===== src/boot_loader_pkg.sv =====
// constants, types and register map of the serial boot loader front end
// assumes one 25 MHz clock and a plain strobe register port
//
// Notes on behaviour
// - uart baud is cpu clock over 32 times reload plus one
// - reload is measured count minus 36, divided by 72
// - boot mode entered when boot select is low at reset release
// - can zero frame timed over five dominant groups plus four stuff bits
// - after measuring, can port gets timing, tx output and is enabled
// - acknowledge object prepared, sent only on host remote request
// - acknowledge is id e6, length 3, code then ident low, high
// - host repeats zero frame until the configured port acknowledges
// - can tx pin stays undriven for a delay after the zero frame
// - watchdog held disabled throughout boot mode
// - fetches from internal main flash blocked in boot mode
// - config bit 10 forced set, bit 9 follows bus width strap
// - can boot loads peripheral select with 042d
// - can boot clears can status word and drives tx high
// - both rx lines polled, timer runs from first low until high (uart) or the fifth rising edge (can)
// - received bytes stored from load base, then start pulse
package boot_loader_pkg;

   // ---------------------------------------------------------------
   // register port
   // ---------------------------------------------------------------
   localparam int ADDR_W = 8;
   localparam int DATA_W = 16;
   localparam logic [7:0] REG_CTRL = 8'h00;
   localparam logic [7:0] REG_STATUS = 8'h04;
   localparam logic [7:0] REG_COUNT = 8'h08;
   localparam logic [7:0] REG_RELOAD = 8'h0c;
   localparam logic [7:0] REG_CAN_BRP = 8'h10;
   localparam logic [7:0] REG_CAN_SC = 8'h14;
   localparam logic [7:0] REG_SYSCFG = 8'h18;
   localparam logic [7:0] REG_XPER = 8'h1c;
   localparam logic [7:0] REG_IDENT = 8'h20;
   localparam logic [7:0] REG_LOAD_CNT = 8'h24;
   localparam logic [7:0] REG_RAM_IDX = 8'h28;
   localparam logic [7:0] REG_RAM_DATA = 8'h2c;
   localparam int CTRL_RESTART = 0;

   // ---------------------------------------------------------------
   // measurement and loading
   // ---------------------------------------------------------------
   localparam int TMR_W = 17;
   localparam logic [1:0] UART_PRESCALE_LAST = 2'h3;
   localparam logic [16:0] RELOAD_OFFSET = 17'h00024;
   localparam logic [16:0] RELOAD_DIV = 17'h00048;
   localparam logic [16:0] CAN_BRP_DIV = 17'h005ab;
   localparam logic [2:0] CAN_STUFF_LAST = 3'h4;
   localparam logic [7:0] UART_LOAD_LAST = 8'h1f;
   localparam logic [7:0] CAN_LOAD_LAST = 8'h7f;
   localparam logic [15:0] LOAD_BASE = 16'hfa40;

   // ---------------------------------------------------------------
   // boot configuration values
   // ---------------------------------------------------------------
   localparam logic [15:0] SYSCFG_BOOT = 16'h0400;
   localparam int SYSCFG_BYTE_HIGH_DISABLE_BIT = 9;
   localparam logic [15:0] SYSCFG_XPEN = 16'h0004;
   localparam logic [15:0] XPER_CAN_BOOT = 16'h042d;
   localparam logic [15:0] CAN_SC_BOOT = 16'h0000;
   localparam logic [10:0] ACK_ID = 11'h0e6;
   localparam logic [3:0] ACK_DLC = 4'h3;
   // arbitrary neutral identity values
   localparam logic [7:0] ACK_CODE_DEFAULT = 8'h5a;
   localparam logic [15:0] CHIP_IDENT_DEFAULT = 16'h1230;

   // ---------------------------------------------------------------
   // timing
   // ---------------------------------------------------------------
   localparam int CLK_PERIOD_NS = 40;
   localparam int INIT_NS = 1000000;
   localparam int TX_DELAY_NS = 1300000;
   localparam int DLY_W = 16;
   localparam logic [15:0] INIT_CYCLES =
      16'((INIT_NS + CLK_PERIOD_NS - 1) / CLK_PERIOD_NS);
   localparam logic [15:0] TX_DELAY_CYCLES =
      16'((TX_DELAY_NS + CLK_PERIOD_NS - 1) / CLK_PERIOD_NS);

   // ---------------------------------------------------------------
   // types
   // ---------------------------------------------------------------
   typedef enum logic [3:0] {
      ST_START, ST_NORMAL, ST_INIT, ST_WAIT_LOW, ST_UART_MEAS,
      ST_CAN_MEAS, ST_CALC, ST_DELAY, ST_LOAD, ST_RUN, ST_FAULT
   } boot_state_t;

   typedef struct packed {
      logic [10:0] id;
      logic [3:0] dlc;
      logic [7:0] data0;
      logic [7:0] data1;
      logic [7:0] data2;
   } ack_msg_t;

   typedef struct packed {
      logic boot_loader_mode;
      logic watchdog_disable;
      logic flash_fetch_block;
      logic can_port_enable;
      logic [15:0] system_config;
      logic [15:0] xbus_peripheral_select;
      logic [15:0] can_status_ctrl;
      logic [15:0] uart_baud_reload;
      logic [5:0] can_brp;
   } boot_cfg_t;

   typedef struct packed {
      boot_state_t state;
      logic uart_s1;
      logic uart_s2;
      logic can_s1;
      logic can_s2;
      logic can_prev;
      logic boot_s1;
      logic boot_s2;
      logic width_s1;
      logic width_s2;
      logic [1:0] strap_cnt;
      logic boot;
      logic src_can;
      logic fault;
      logic [1:0] pre;
      logic [16:0] timer;
      logic [2:0] edges;
      logic [16:0] rem;
      logic [15:0] quo;
      logic [15:0] delay;
      logic [7:0] load_cnt;
      logic [6:0] ram_idx;
      logic uart_tx_oe;
      logic can_tx_oe;
      logic ack_send;
      logic exec_start;
      logic [15:0] rdata;
      boot_cfg_t cfg;
   } boot_ctl_t;

   localparam boot_ctl_t CTL_RESET = '0;

endpackage


===== src/serial_boot_autobaud_loader.sv =====
// boot loader front end: strap capture, baud measurement, tx enable,
// acknowledge object and fixed-length code load into a local ram
// assumes rx lines and straps are asynchronous pins; byte and remote
// request strobes come from same-clock serial controllers
//
// Design decisions made here: the address map and the address-and-strobe port.
`timescale 1ns/100ps
module serial_boot_autobaud_loader #(
   parameter logic [15:0] INIT_CYCLES = boot_loader_pkg::INIT_CYCLES,
   parameter logic [15:0] TX_DELAY_CYCLES = boot_loader_pkg::TX_DELAY_CYCLES,
   parameter logic [7:0] ACK_CODE = boot_loader_pkg::ACK_CODE_DEFAULT,
   parameter logic [15:0] CHIP_IDENT = boot_loader_pkg::CHIP_IDENT_DEFAULT
) (
   input wire logic clk,
   input wire logic sys_rst,
   input wire logic boot_select_pin,
   input wire logic bus_width_strap,
   input wire logic uart_rx,
   input wire logic can_rx,
   input wire logic rx_byte_valid,
   input wire logic [7:0] rx_byte,
   input wire logic ack_remote_req,
   input wire logic [7:0] addr,
   input wire logic [15:0] wdata,
   input wire logic wr_en,
   input wire logic rd_en,
   output logic [15:0] rdata,
   output logic uart_tx_out,
   output logic uart_tx_oe,
   output logic can_tx_pin_out,
   output logic can_tx_pin_oe,
   output boot_loader_pkg::ack_msg_t ack_msg,
   output logic ack_send,
   output logic exec_start,
   output logic [15:0] exec_addr,
   output boot_loader_pkg::boot_cfg_t cfg
);

   boot_loader_pkg::boot_ctl_t st;
   boot_loader_pkg::boot_ctl_t nx;
   // 128 entries cover the longer can load; uart uses the first 32
   logic [7:0] load_ram [0:127];
   logic ram_we;
   logic [16:0] div;

   // ---------------------------------------------------------------
   // next-state logic
   // ---------------------------------------------------------------

   // one process holds the whole sequence so every flag has one writer
   always_comb begin
      nx = st;
      ram_we = 1'b0;
      div = st.src_can ? boot_loader_pkg::CAN_BRP_DIV : boot_loader_pkg::RELOAD_DIV;
      // pin synchronisers, first stage feeds only the second
      nx.uart_s1 = uart_rx;
      nx.uart_s2 = st.uart_s1;
      nx.can_s1 = can_rx;
      nx.can_s2 = st.can_s1;
      nx.can_prev = st.can_s2;
      nx.boot_s1 = boot_select_pin;
      nx.boot_s2 = st.boot_s1;
      nx.width_s1 = bus_width_strap;
      nx.width_s2 = st.width_s1;
      nx.ack_send = 1'b0;
      nx.exec_start = 1'b0;
      case (st.state)
         // strap sampled once the synchronisers have filled
         boot_loader_pkg::ST_START: begin
            nx.strap_cnt = st.strap_cnt + 2'h1;
            if (st.strap_cnt == 2'h2) begin
               if (!st.boot_s2) begin
                  nx.boot = 1'b1;
                  nx.state = boot_loader_pkg::ST_INIT;
                  nx.cfg.boot_loader_mode = 1'b1;
                  nx.cfg.watchdog_disable = 1'b1;
                  nx.cfg.flash_fetch_block = 1'b1;
                  nx.cfg.system_config = boot_loader_pkg::SYSCFG_BOOT;
                  nx.cfg.system_config[boot_loader_pkg::SYSCFG_BYTE_HIGH_DISABLE_BIT] =
                     st.width_s2;
               end else begin
                  nx.state = boot_loader_pkg::ST_NORMAL;
               end
            end
         end

         // strap high: nothing to do until the next hardware reset
         boot_loader_pkg::ST_NORMAL: begin
            nx.state = boot_loader_pkg::ST_NORMAL;
         end

         // settle time before the lines are watched
         boot_loader_pkg::ST_INIT: begin
            nx.delay = st.delay + 16'h0001;
            if (st.delay == INIT_CYCLES - 16'h0001) begin
               nx.delay = '0;
               nx.state = boot_loader_pkg::ST_WAIT_LOW;
            end
         end

         // can wins a tie since its frame is shorter per bit
         boot_loader_pkg::ST_WAIT_LOW: begin
            nx.timer = '0;
            nx.pre = '0;
            nx.edges = '0;
            if (!st.can_s2) begin
               nx.src_can = 1'b1;
               nx.state = boot_loader_pkg::ST_CAN_MEAS;
               nx.cfg.xbus_peripheral_select = boot_loader_pkg::XPER_CAN_BOOT;
               nx.cfg.can_status_ctrl = boot_loader_pkg::CAN_SC_BOOT;
               nx.cfg.system_config = st.cfg.system_config | boot_loader_pkg::SYSCFG_XPEN;
            end else if (!st.uart_s2) begin
               nx.src_can = 1'b0;
               nx.state = boot_loader_pkg::ST_UART_MEAS;
            end
         end

         // timer ticks at a quarter of the clock, giving nine quarters
         boot_loader_pkg::ST_UART_MEAS: begin
            nx.pre = st.pre + 2'h1;
            if (st.pre == boot_loader_pkg::UART_PRESCALE_LAST) begin
               nx.timer = st.timer + 17'h00001;
            end
            if (st.timer[16]) begin
               nx.fault = 1'b1;
               nx.state = boot_loader_pkg::ST_FAULT;
            end else if (st.uart_s2) begin
               nx.rem = (st.timer >= boot_loader_pkg::RELOAD_OFFSET) ?
                  st.timer - boot_loader_pkg::RELOAD_OFFSET : '0;
               nx.quo = '0;
               nx.state = boot_loader_pkg::ST_CALC;
            end
         end

         // fifth recessive edge closes 29 bit times of the zero frame
         boot_loader_pkg::ST_CAN_MEAS: begin
            nx.timer = st.timer + 17'h00001;
            if (st.timer[16]) begin
               nx.fault = 1'b1;
               nx.state = boot_loader_pkg::ST_FAULT;
            end else if (st.can_s2 && !st.can_prev) begin
               nx.edges = st.edges + 3'h1;
               if (st.edges == boot_loader_pkg::CAN_STUFF_LAST) begin
                  nx.rem = st.timer;
                  nx.quo = '0;
                  nx.state = boot_loader_pkg::ST_CALC;
               end
            end
         end

         // restoring division by repeated subtraction, one step a cycle
         boot_loader_pkg::ST_CALC: begin
            if (st.rem >= div) begin
               nx.rem = st.rem - div;
               nx.quo = st.quo + 16'h0001;
            end else begin
               if (st.src_can) begin
                  nx.cfg.can_brp = st.quo[5:0];
               end else begin
                  nx.cfg.uart_baud_reload = st.quo;
               end
               nx.delay = '0;
               nx.state = boot_loader_pkg::ST_DELAY;
            end
         end

         // the pin stays released so the host sees no early drive
         boot_loader_pkg::ST_DELAY: begin
            nx.delay = st.delay + 16'h0001;
            if (st.delay == TX_DELAY_CYCLES - 16'h0001) begin
               nx.load_cnt = '0;
               nx.state = boot_loader_pkg::ST_LOAD;
               if (st.src_can) begin
                  nx.can_tx_oe = 1'b1;
                  nx.cfg.can_port_enable = 1'b1;
               end else begin
                  nx.uart_tx_oe = 1'b1;
               end
            end
         end

         // bytes land in order from the load base
         boot_loader_pkg::ST_LOAD: begin
            if (rx_byte_valid) begin
               ram_we = 1'b1;
               nx.load_cnt = st.load_cnt + 8'h01;
               if (st.load_cnt == (st.src_can ? boot_loader_pkg::CAN_LOAD_LAST :
                                   boot_loader_pkg::UART_LOAD_LAST)) begin
                  nx.exec_start = 1'b1;
                  nx.state = boot_loader_pkg::ST_RUN;
               end
            end
         end

         // code is loaded; only a restart write or reset leaves
         boot_loader_pkg::ST_RUN: begin
            nx.state = boot_loader_pkg::ST_RUN;
         end

         // parked so a clipped count never reaches the reload
         boot_loader_pkg::ST_FAULT: begin
            nx.state = boot_loader_pkg::ST_FAULT;
         end

         // unused codes fall back to strap sampling
         default: begin
            nx.state = boot_loader_pkg::ST_START;
         end
      endcase

      // object is answered only on a remote request, never on its own
      if (st.src_can && st.cfg.can_port_enable && ack_remote_req) begin
         nx.ack_send = 1'b1;
      end

      // register writes; restart only from idle end states
      if (wr_en) begin
         case (addr)
            boot_loader_pkg::REG_CTRL: begin
               if (wdata[boot_loader_pkg::CTRL_RESTART] && st.boot &&
                   (st.state == boot_loader_pkg::ST_FAULT ||
                    st.state == boot_loader_pkg::ST_RUN)) begin
                  nx.state = boot_loader_pkg::ST_WAIT_LOW;
                  nx.fault = 1'b0;
                  nx.uart_tx_oe = 1'b0;
                  nx.can_tx_oe = 1'b0;
                  nx.cfg.can_port_enable = 1'b0;
               end
            end
            // software may rewrite the can status word after boot
            boot_loader_pkg::REG_CAN_SC: begin
               nx.cfg.can_status_ctrl = wdata;
            end
            boot_loader_pkg::REG_RAM_IDX: begin
               nx.ram_idx = wdata[6:0];
            end
            default: begin
               nx.ram_idx = nx.ram_idx;
            end
         endcase
      end

      // read data valid only in the cycle after the strobe
      nx.rdata = '0;
      if (rd_en) begin
         case (addr)
            boot_loader_pkg::REG_CTRL: nx.rdata = {12'h000, st.state};
            boot_loader_pkg::REG_STATUS: nx.rdata = {10'h000, st.can_tx_oe,
               st.uart_tx_oe, st.state == boot_loader_pkg::ST_RUN, st.src_can,
               st.fault, st.boot};
            boot_loader_pkg::REG_COUNT: nx.rdata = st.timer[15:0];
            boot_loader_pkg::REG_RELOAD: nx.rdata = st.cfg.uart_baud_reload;
            boot_loader_pkg::REG_CAN_BRP: nx.rdata = {10'h000, st.cfg.can_brp};
            boot_loader_pkg::REG_CAN_SC: nx.rdata = st.cfg.can_status_ctrl;
            boot_loader_pkg::REG_SYSCFG: nx.rdata = st.cfg.system_config;
            boot_loader_pkg::REG_XPER: nx.rdata = st.cfg.xbus_peripheral_select;
            boot_loader_pkg::REG_IDENT: nx.rdata = CHIP_IDENT;
            boot_loader_pkg::REG_LOAD_CNT: nx.rdata = {8'h00, st.load_cnt};
            boot_loader_pkg::REG_RAM_IDX: nx.rdata = {9'h000, st.ram_idx};
            boot_loader_pkg::REG_RAM_DATA: nx.rdata = {8'h00, load_ram[st.ram_idx]};
            default: nx.rdata = '0;
         endcase
      end
   end

   // ---------------------------------------------------------------
   // state registers
   // ---------------------------------------------------------------

   // whole control state in one register
   always_ff @(posedge clk or posedge sys_rst) begin
      if (sys_rst) begin
         st <= boot_loader_pkg::CTL_RESET;
      end else begin
         st <= nx;
      end
   end

   // load ram has no reset; content is defined only once written
   always_ff @(posedge clk) begin
      if (ram_we) begin
         load_ram[st.load_cnt[6:0]] <= rx_byte;
      end
   end

   // ---------------------------------------------------------------
   // outputs
   // ---------------------------------------------------------------

   // pins idle high when driven; oe gates the actual drive
   assign uart_tx_out = 1'b1;
   assign uart_tx_oe = st.uart_tx_oe;
   assign can_tx_pin_out = 1'b1;
   assign can_tx_pin_oe = st.can_tx_oe;

   // acknowledge object is fixed; sending waits for a remote request
   assign ack_msg = '{id: boot_loader_pkg::ACK_ID, dlc: boot_loader_pkg::ACK_DLC,
                      data0: ACK_CODE, data1: CHIP_IDENT[7:0],
                      data2: CHIP_IDENT[15:8]};
   assign ack_send = st.ack_send;
   assign exec_start = st.exec_start;
   // jump target is always the first loaded byte
   assign exec_addr = boot_loader_pkg::LOAD_BASE;
   assign cfg = st.cfg;
   assign rdata = st.rdata;

endmodule


===== config.mk =====
export PLATFORM = sky130hd
export DESIGN_NAME = serial_boot_autobaud_loader
export DESIGN_NICKNAME = d
export VERILOG_FILES = /design/src/boot_loader_pkg.sv /design/src/serial_boot_autobaud_loader.sv
export SDC_FILE = /design/constraint.sdc
export NUM_CORES = 1
export LEC_CHECK = 0
export BUFFER_PORTS_ARGS = -buffer_cell sky130_fd_sc_hd__buf_4
export CAP_MARGIN = 20
export CORE_MARGIN = 3
export CORE_UTILIZATION = 42
export CTS_CLUSTER_DIAMETER = 200
export DETAILED_ROUTE_END_ITERATION = 6
export GPL_ROUTABILITY_DRIVEN = 0
export PLACE_DENSITY_LB_ADDON = 0.1
export REMOVE_ABC_BUFFERS = 1
export SLEW_MARGIN = 20
export SYNTH_ARGS = -nofsm -noshare
export SYNTH_HDL_FRONTEND = slang
export SYNTH_SLANG_ARGS = --single-unit

===== constraint.sdc =====
create_clock -name clk -period 15.9 [get_ports clk]
set_clock_uncertainty 0.2 [all_clocks]
set_input_delay 2.385 -clock clk [delete_from_list [all_inputs] [get_ports clk]]
set_output_delay 2.385 -clock clk [all_outputs]
set_load 0.01 [all_outputs]

# Word-level counts from Yosys, hierarchy flattened
# Memory sizes are Yosys's and may differ from the RTL's.
# Cells that the tools add are included.
# op_classes
n_bitwise	5
addsub	9
magnitude_cmp	2
n_eq_ne	41
n_mul	0
n_shift	0
mux	75
n_reduce_logical	30
div_mod_pow	0
# ops
cell	count
16-bit case mux with 12 select lines	1
33-bit two-way mux	4
16-bit two-way mux	8
33-bit case mux with 3 select lines	1
36-bit two-way mux	2
4-bit two-way mux	16
17-bit case mux with 3 select lines	1
16-bit case mux with 3 select lines	1
4-bit case mux with 11 select lines	1
35-bit two-way mux	1
17-bit two-way mux	2
16-bit by 1-bit adder with 16-bit output (second input constant)	2
16-bit by 15-bit == test with 1-bit output (second input constant)	2
8-bit by 5-bit == test with 1-bit output (second input constant)	4
8-bit by 6-bit == test with 1-bit output (second input constant)	4
16-bit case mux with 2 select lines	1
2-bit != test (second input constant)	14
1-bit two-way mux	23
17-bit by 1-bit adder with 17-bit output (second input constant)	1
17-bit by 11-bit greater-or-equal comparator with 1-bit output	1
17-bit by 6-bit greater-or-equal comparator with 1-bit output (second input constant)	1
17-bit by 11-bit subtractor with 17-bit output	1
17-bit by 6-bit subtractor with 17-bit output (second input constant)	1
4-bit by 3-bit == test with 1-bit output (second input constant)	4
31 further kinds	65
# word_totals
out_inout_bits	151
mem_bits_ro	0
inputBits	42
memories	1
latchBits	0
ram_bits	1024
register_bits	180
# memory_table
name	words	width	read_ports	rd_clocked_by_memory_dff	write_ports	line	rtl
load_ram	128	8	1	0	1	serial_boot_autobaud_loader.sv:42	logic [7:0] load_ram [0:127];

# Logic depth before layout (Yosys ltp)
# Gate-level depths: netlist of run 1.
# logic_depth
depth_word	8
ltp_mapped	13
ltp_nobuf	11

# Worst setup path after synthesis of run 1
# OpenSTA, ideal clock, no wires.
# synth_timing
path_type	input to register
start	input port addr[5]
end	register st, in the netlist rdata[3]
path_slack_ns	11.627
stages	8
t_required_ns	15.564
arrival_ns	3.937
setup_ns	0.136
cell_sequence	clkbuf_1 nor3_1 and2_1 clkbuf_1 o211ai_1 clkbuf_1 a31o_2 o211ai_1
# synth_rtl
item	line	rtl
from (decl)	serial_boot_autobaud_loader.sv:23	input wire logic [7:0] addr,
to (signal assigned)	serial_boot_autobaud_loader.sv:273	st <= boot_loader_pkg::CTL_RESET;
to (signal assigned)	serial_boot_autobaud_loader.sv:275	st <= nx;
to (decl)	serial_boot_autobaud_loader.sv:39	boot_loader_pkg::boot_ctl_t st;

==> reports/results.ini, run 1 <==
[outcome]
status=complete, no violations

[critical_path]
worstPathMaxFanout=90
cp.required_ns=16.30
end_kind=flop
worst_ep_arrival_time_ns=5.18
cp-start-kind=flop
cp-endpoint=rdata[6]
crit_family=buffers and inverters
reg2reg_to=rdata[6]
reg2reg_depth=9
crit_cells=9
regToRegSetupSlack_ns=11.12
critical_path.startpoint=st[94]
path_class=flop to flop
r2r_start=st[94]
cp_cell_sequence=buf_4, buf_12, mux4_1, a22o_1, a211oi_1, a21oi_1, nand3_1, o22ai_1, or3_1
critical-path-max-stage-delay_ns=0.84
critical_path_buf_inv_count=2
cp_slowest_cell=dfrtp_4

[finish]
final_nets=3063
stdcell_area_um2=55400
fillers=9859
syn_to_final_growth_pct=11.2
drive_gt1_share_pct=20.3
fin_cells=4627
register_area_um2=34900
utilization_pct=47.4
multi_input_area_um2=13200

[synth]
postSynthCellCount=2944
synth_seq_cells=1191
ys_seq_area_share_pct=70.1
ys_async_sr_fraction_pct=14.0
ys_warn_count=0
syn_area_per_cell_um2=16.9
synth_flop_cell=edfxtp_1
synth.distinct_cells=80
synth_area_um2=49800
synth_edf_count=1024

[placed_design]
port_buffers=111
place_area_um2=51300
dp_hpwl_um=87400
dp.cells=4393

[clocking]
cts_hold_buf=0
clockRootBuffer=clkbuf_16
cts_setup_buffers=0
cts_resized=0
clockBufferDepth=3
cts_tree=yes
cts_buffers=130
clk_pin_slew_ns=0.06
h-tree-depth=4
clock_sinks=1191
clock_latency_ns=0.72

[timing]
setup_viol=0
maxSlewViolCount=0
rsz0062_at_grt=no
fin_crit_sh_pct=30.1
tightest_slew_ns=1.15
hold_violations=0
slew_headroom_pct=23.3
fin_setup_tns_ns=0
period_minus_slack_ns=4.78
fmax_mhz=209

[floorplan]
ios=193
die-area_um2=123000
coreArea_um2=117000
dieHeight_um=350
start_util_pct=42.6
rows=125
die_w_um=350

[routing]
wl_per_cell_um=29.5
initialDrtViolationCount=2801
wirelength_um=136000
drt_pass1_iterations=5
num_vias=27000
vias_per_cell=5.84
drtAntennaViolNets=0
drc=0

[global_routing]
antenna_found_initial=4
overflow=0
grt_pass1_wl_um=197000
track_usage_pct=22.3
grt_pass1_vias=27200
grt_max_degree=100

[power_and_ir_drop]
cellPowerDensity_nw_per_um2=132
irDropWorstVdd_mv=0.117
total_leakage_power_uw=0.0180

[job]
max-cap-violations=0

[min_path]
worstHoldPathCells=0
hold_path_class=flop to flop

per-layer routing:
| layer | part of all wire [%] | up-vias | track usage, % |
|---|---|---|---|
| met4 | 2.5 | 2 | 6.07 |
| met2 | 50 | 1033 | 37.3 |
| met5 | 0.0081 | - | 0 |
| met1 | 42 | 14300 | 30.0 |
| li1 | - | 11500 | - |
| met3 | 6.1 | 185 | 4.20 |
cell families after synthesis:
| kind of cell | after synthesis | synth area share, % |
|---|---|---|
| AO/OA/AOI/OAI | 391 | 5.09 |
| XOR/XNOR | 34 | 0.598 |
| adder cells (fa/ha/maj) | 20 | 0.517 |
| buffers and inverters | 328 | 4.01 |
| flip-flops | 1191 | 70.1 |
| multiplexers | 368 | 14.0 |
| other | 2 | 0.0151 |
| AND/OR/NAND/NOR | 610 | 5.66 |
worst reg2reg max path: cells and delay by family (launching register included):
kind / cells / cell delay, ns
AO/OA/AOI/OAI: 4 / 0.94
buffers and inverters: 2 / 1.24
flip-flops: 1 / 0.84
multiplexers: 1 / 0.88
AND/OR/NAND/NOR: 2 / 0.55
report_power, final:
part           total (uW)  switching (uW)  internal [uW]
logic                 815             518            297
registers            3590             128           3460
clock network        2910            1220           1680
total                7310            1870           5440
metrics by stage:
step                total power [uW]  setup slack, ns  hold slack (ns)
finish                          7310            11.12            0.147
global route                    7580            10.76            0.153
CTS                             7370            10.96            0.147
detailed placement              4470            10.48            0.144
global placement                4460            10.44            0.144
floorplan                       4140             3.62            0.131
how the worst min path moves through the flow:
stage,startpoint,to,slack (ns)
floorplan,nx[190],nx[189],0.13
global placement,nx[190],nx[189],0.14
detailed placement,nx[192],st[192],0.14
CTS,nx[185],st[185],0.15
global route,nx[185],st[185],0.15
finish,nx[185],st[185],0.15
final cells by class:
class | instances | area share (%)
diodes | 1 | 0.00452
clock buffers | 162 | 6.18
clock inverters | 71 | 1.19
inverters | 24 | 0.176
multi-input cells | 1504 | 23.9
flip-flops and latches | 1191 | 63.1
well taps | 1524 | 3.44
repair buffers | 150 | 2.07
cell usage after synthesis (all sizes together), types with 5 or more instances:
cell / number / area, um2
a211oi: 23 / 173
a21o: 5 / 37.5
a21oi: 80 / 400
a221oi: 24 / 210
a22o: 6 / 52.6
a22oi: 38 / 285
a31oi: 10 / 68.8
and2: 9 / 56.3
and3: 18 / 113
buf: 221 / 1600
clkbuf: 83 / 313
dfrtp: 167 / 4180
edfxtp: 1024 / 30700
ha: 19 / 238
inv: 24 / 90.1
mux2: 37 / 417
mux2i: 79 / 791
mux4: 252 / 5750
nand2: 159 / 597
nand2b: 19 / 119
nand3: 64 / 320
nand3b: 6 / 45.0
nand4: 18 / 113
nor2: 223 / 845
nor2b: 14 / 87.6
nor3: 27 / 146
nor4: 7 / 43.8
o211ai: 10 / 75.1
o21ai: 108 / 548
o221ai: 11 / 96.3
o22ai: 32 / 200
o31ai: 7 / 52.6
or2: 5 / 31.3
or3: 19 / 119
xnor2: 19 / 166
xor2: 15 / 131
cell usage in the layout (no fill, tap or decap), types with 37 or more instances in the layout:
master,instances
edfxtp_1,1024
mux4_2,231
nor2_1,219
dfrtp_1,163
nand2_1,158
buf_4,148
clkbuf_16,132
o21ai_0,98
conb_1,81
a21oi_1,80
mux2i_1,79
nand3_1,61
a22oi_1,38
mux2_2,37
registers in the layout, indices dropped and copies added (netlist names):
register and flops:
rdata 16, can_tx_pin_oe 1, exec_start 1, uart_tx_oe 1, ack_send 1, cfg 44, nx 5, st 98
load_ram 1024
No activity file was read; power rests on OpenSTA's default activity.
==> run 2: changes to the inputs <==
==> constraint.sdc (replaced) <==
create_clock -name clk -period 4.9 [get_ports clk]
set_clock_uncertainty 0.2 [all_clocks]
set_input_delay 0.735 -clock clk [delete_from_list [all_inputs] [get_ports clk]]
set_output_delay 0.735 -clock clk [all_outputs]
set_load 0.01 [all_outputs]
==> run 2 against run 1 <==
Against the previous run:
- critical path depth is the same
- routed wire length is essentially flat
- sequential share of layout area shrank 0.80 points
- largest cell class unchanged
- largest power group unchanged
- highest routed layer is now met4
==> reports/results.ini, run 2 (same netlist as run 1, synthesis figures left out) <==
[global_routing]
grt_max_degree=98  ; -2.0%
antenna_found_initial=3  ; -1
track_usage_pct=22.4  ; +0.15 points
grt_pass1_wl_um=198000  ; +0.64%
overflow=0  ; unchanged
grt_pass1_vias=27700  ; +2.0%

[timing]
holdWs_ns=0.102  ; -0.0456 ns
maxSlewViolCount=0  ; unchanged
tightest_slew_ns=1.18  ; +0.0268 ns
fmax_mhz=254  ; +21%
hold_violations=0  ; unchanged
fin_crit_sh_pct=80.4  ; +50 points
rsz0062_at_grt=no
slew_headroom_pct=21.6  ; -1.7 points
setup_viol=0  ; unchanged
period_minus_slack_ns=3.94  ; -0.840 ns

[min_path]
hold_path_class=input port to flop

[routing]
drt_pass1_iterations=6  ; +1
drtAntennaViolNets=0  ; unchanged
wirelength_um=136000  ; about the same
drc=0  ; unchanged
vias_per_cell=5.81  ; -0.56%
initialDrtViolationCount=2678  ; -4.4%
num_vias=27200  ; +0.67%
wl_per_cell_um=29.1  ; -1.2%

[clocking]
cts_buffers=132  ; +1.5%
cts_resized=0  ; unchanged
clock_sinks=1191  ; unchanged
clock_latency_ns=0.75  ; +0.03 ns
clockRootBuffer=clkbuf_16
clk_pin_slew_ns=0.06  ; about the same
cts_tree=yes
clockBufferDepth=3  ; unchanged
h-tree-depth=4  ; unchanged

[floorplan]
die_w_um=350  ; unchanged
dieHeight_um=350  ; unchanged
ios=193  ; unchanged
rows=125  ; unchanged
start_util_pct=42.6  ; unchanged
coreArea_um2=117000  ; unchanged
die-area_um2=123000  ; unchanged

[critical_path]
cp-start-kind=flop
worst_ep_arrival_time_ns=4.29  ; -0.89 ns
worstPathMaxFanout=12  ; -87%
end_kind=flop
critical-path-max-stage-delay_ns=0.65  ; -0.19 ns
cp_cell_sequence=inv_1, ha_1, a211oi_1, inv_1, o31a_1, o311ai_2, nand2_1, nor2_1, a21oi_1
path_class=flop to flop
cp_slowest_cell=nor2_1
path_common_cell=inv_1
cp.required_ns=5.25  ; -11.05 ns

[finish]
drive_gt1_share_pct=21.2  ; +0.97 points
syn_to_final_growth_pct=12.7
final_nets=3116  ; +1.7%
final_common_cell=edfxtp_1
largest_register_ffs=1024  ; unchanged
layout_common_cells=1024 x edfxtp_1, 231 x mux4_2, 218 x nor2_1

[placed_design]
port_buffers=111  ; unchanged
dp_hpwl_um=88000  ; +0.64%

[outcome]
status=complete, no violations

[power_and_ir_drop]
cellPowerDensity_nw_per_um2=429  ; +220%
irDropWorstVdd_mv=0.329  ; +180%
p_total_uw=24100  ; +230%
total_leakage_power_uw=0.0184  ; +2.0%

[job]
max-cap-violations=0  ; unchanged

-- run 2: changes by cell type in the layout (fill, tap and decap cells not counted), moves of 4 or more --
cell,before,now
buf_4,148,170
dlygate4sd3_1,0,20
buf_12,1,10
clkbuf_1,29,24
clkbuf_8,1,5
clkinv_1,26,22
clkinv_2,19,23
-- run 2: cell type report --
class | count | area (um2)
Antenna cell | 2 | 5.00
Clock buffer | 164 | 3540
Clock inverter | 74 | 738
Fill cell | 9853 | 60900
Inverter | 24 | 97.6
Multi-Input combinational cell | 1504 | 13200
Sequential cell | 1191 | 34900
Tap cell | 1524 | 1910
Timing Repair Buffer | 201 | 1690
-- run 2: worst max-delay path: cells and delay by family, from the launching register on --
kind / cells / cell delay (ns)
AO/OA/AOI/OAI: 4 / 1.30
adder cells (fa/ha/maj): 1 / 0.45
flip-flops: 1 / 0.55
buffers and inverters: 2 / 0.37
AND/OR/NAND/NOR: 2 / 0.89
-- run 2: stage by stage --
step	area [um2]	setup WS [ns]	std cells	setup TNS (ns)	util (%)
finish	56100	0.958	4684	0	48.0
global route	56100	0.551	4682	0	48.0
CTS	56100	1.01	4682	0	48.0
detailed placement	51600	1.04	4424	0	44.1
global placement	51600	1.23	4424	0	44.1
floorplan	48200	-7.38	2719	-157.27	-
-- run 2: layer usage --
| metal | track usage (%) | routed length (um) |
|---|---|---|
| met1 | 30.7 | 58000 |
| met5 | 0 | 0 |
| met2 | 36.6 | 66400 |
| met3 | 4.14 | 7990 |
| met4 | 7.27 | 4040 |
-- run 2: repair_timing --
item / CTS / global route
endpoints found under the hold margin: 106 / 0
buffers inserted: 0 / 0
hold buffers: 20 / 0
-- run 2: worst paths after layout --
| kind | from | slack (ns) | cells after the start | endpoint |
|---|---|---|---|---|
| min | ack_remote_req | 0.10 | 2 | ack_send |
| min reg2reg | nx[190] | 0.15 | 0 | nx[189] |
| max reg2reg | st[181] | 0.96 | 9 | st[114] |
| max in group asynchronous | sys_rst | 2.93 | 4 | cfg[17] |
| min in group asynchronous | sys_rst | 0.49 | 3 | st[119] |
| max | st[181] | 0.96 | 9 | st[114] |
-- run 2: where the power goes --
part | internal [uW] | switching [uW]
combinational | 984 | 1650
clock | 5730 | 4060
sequential | 11200 | 400
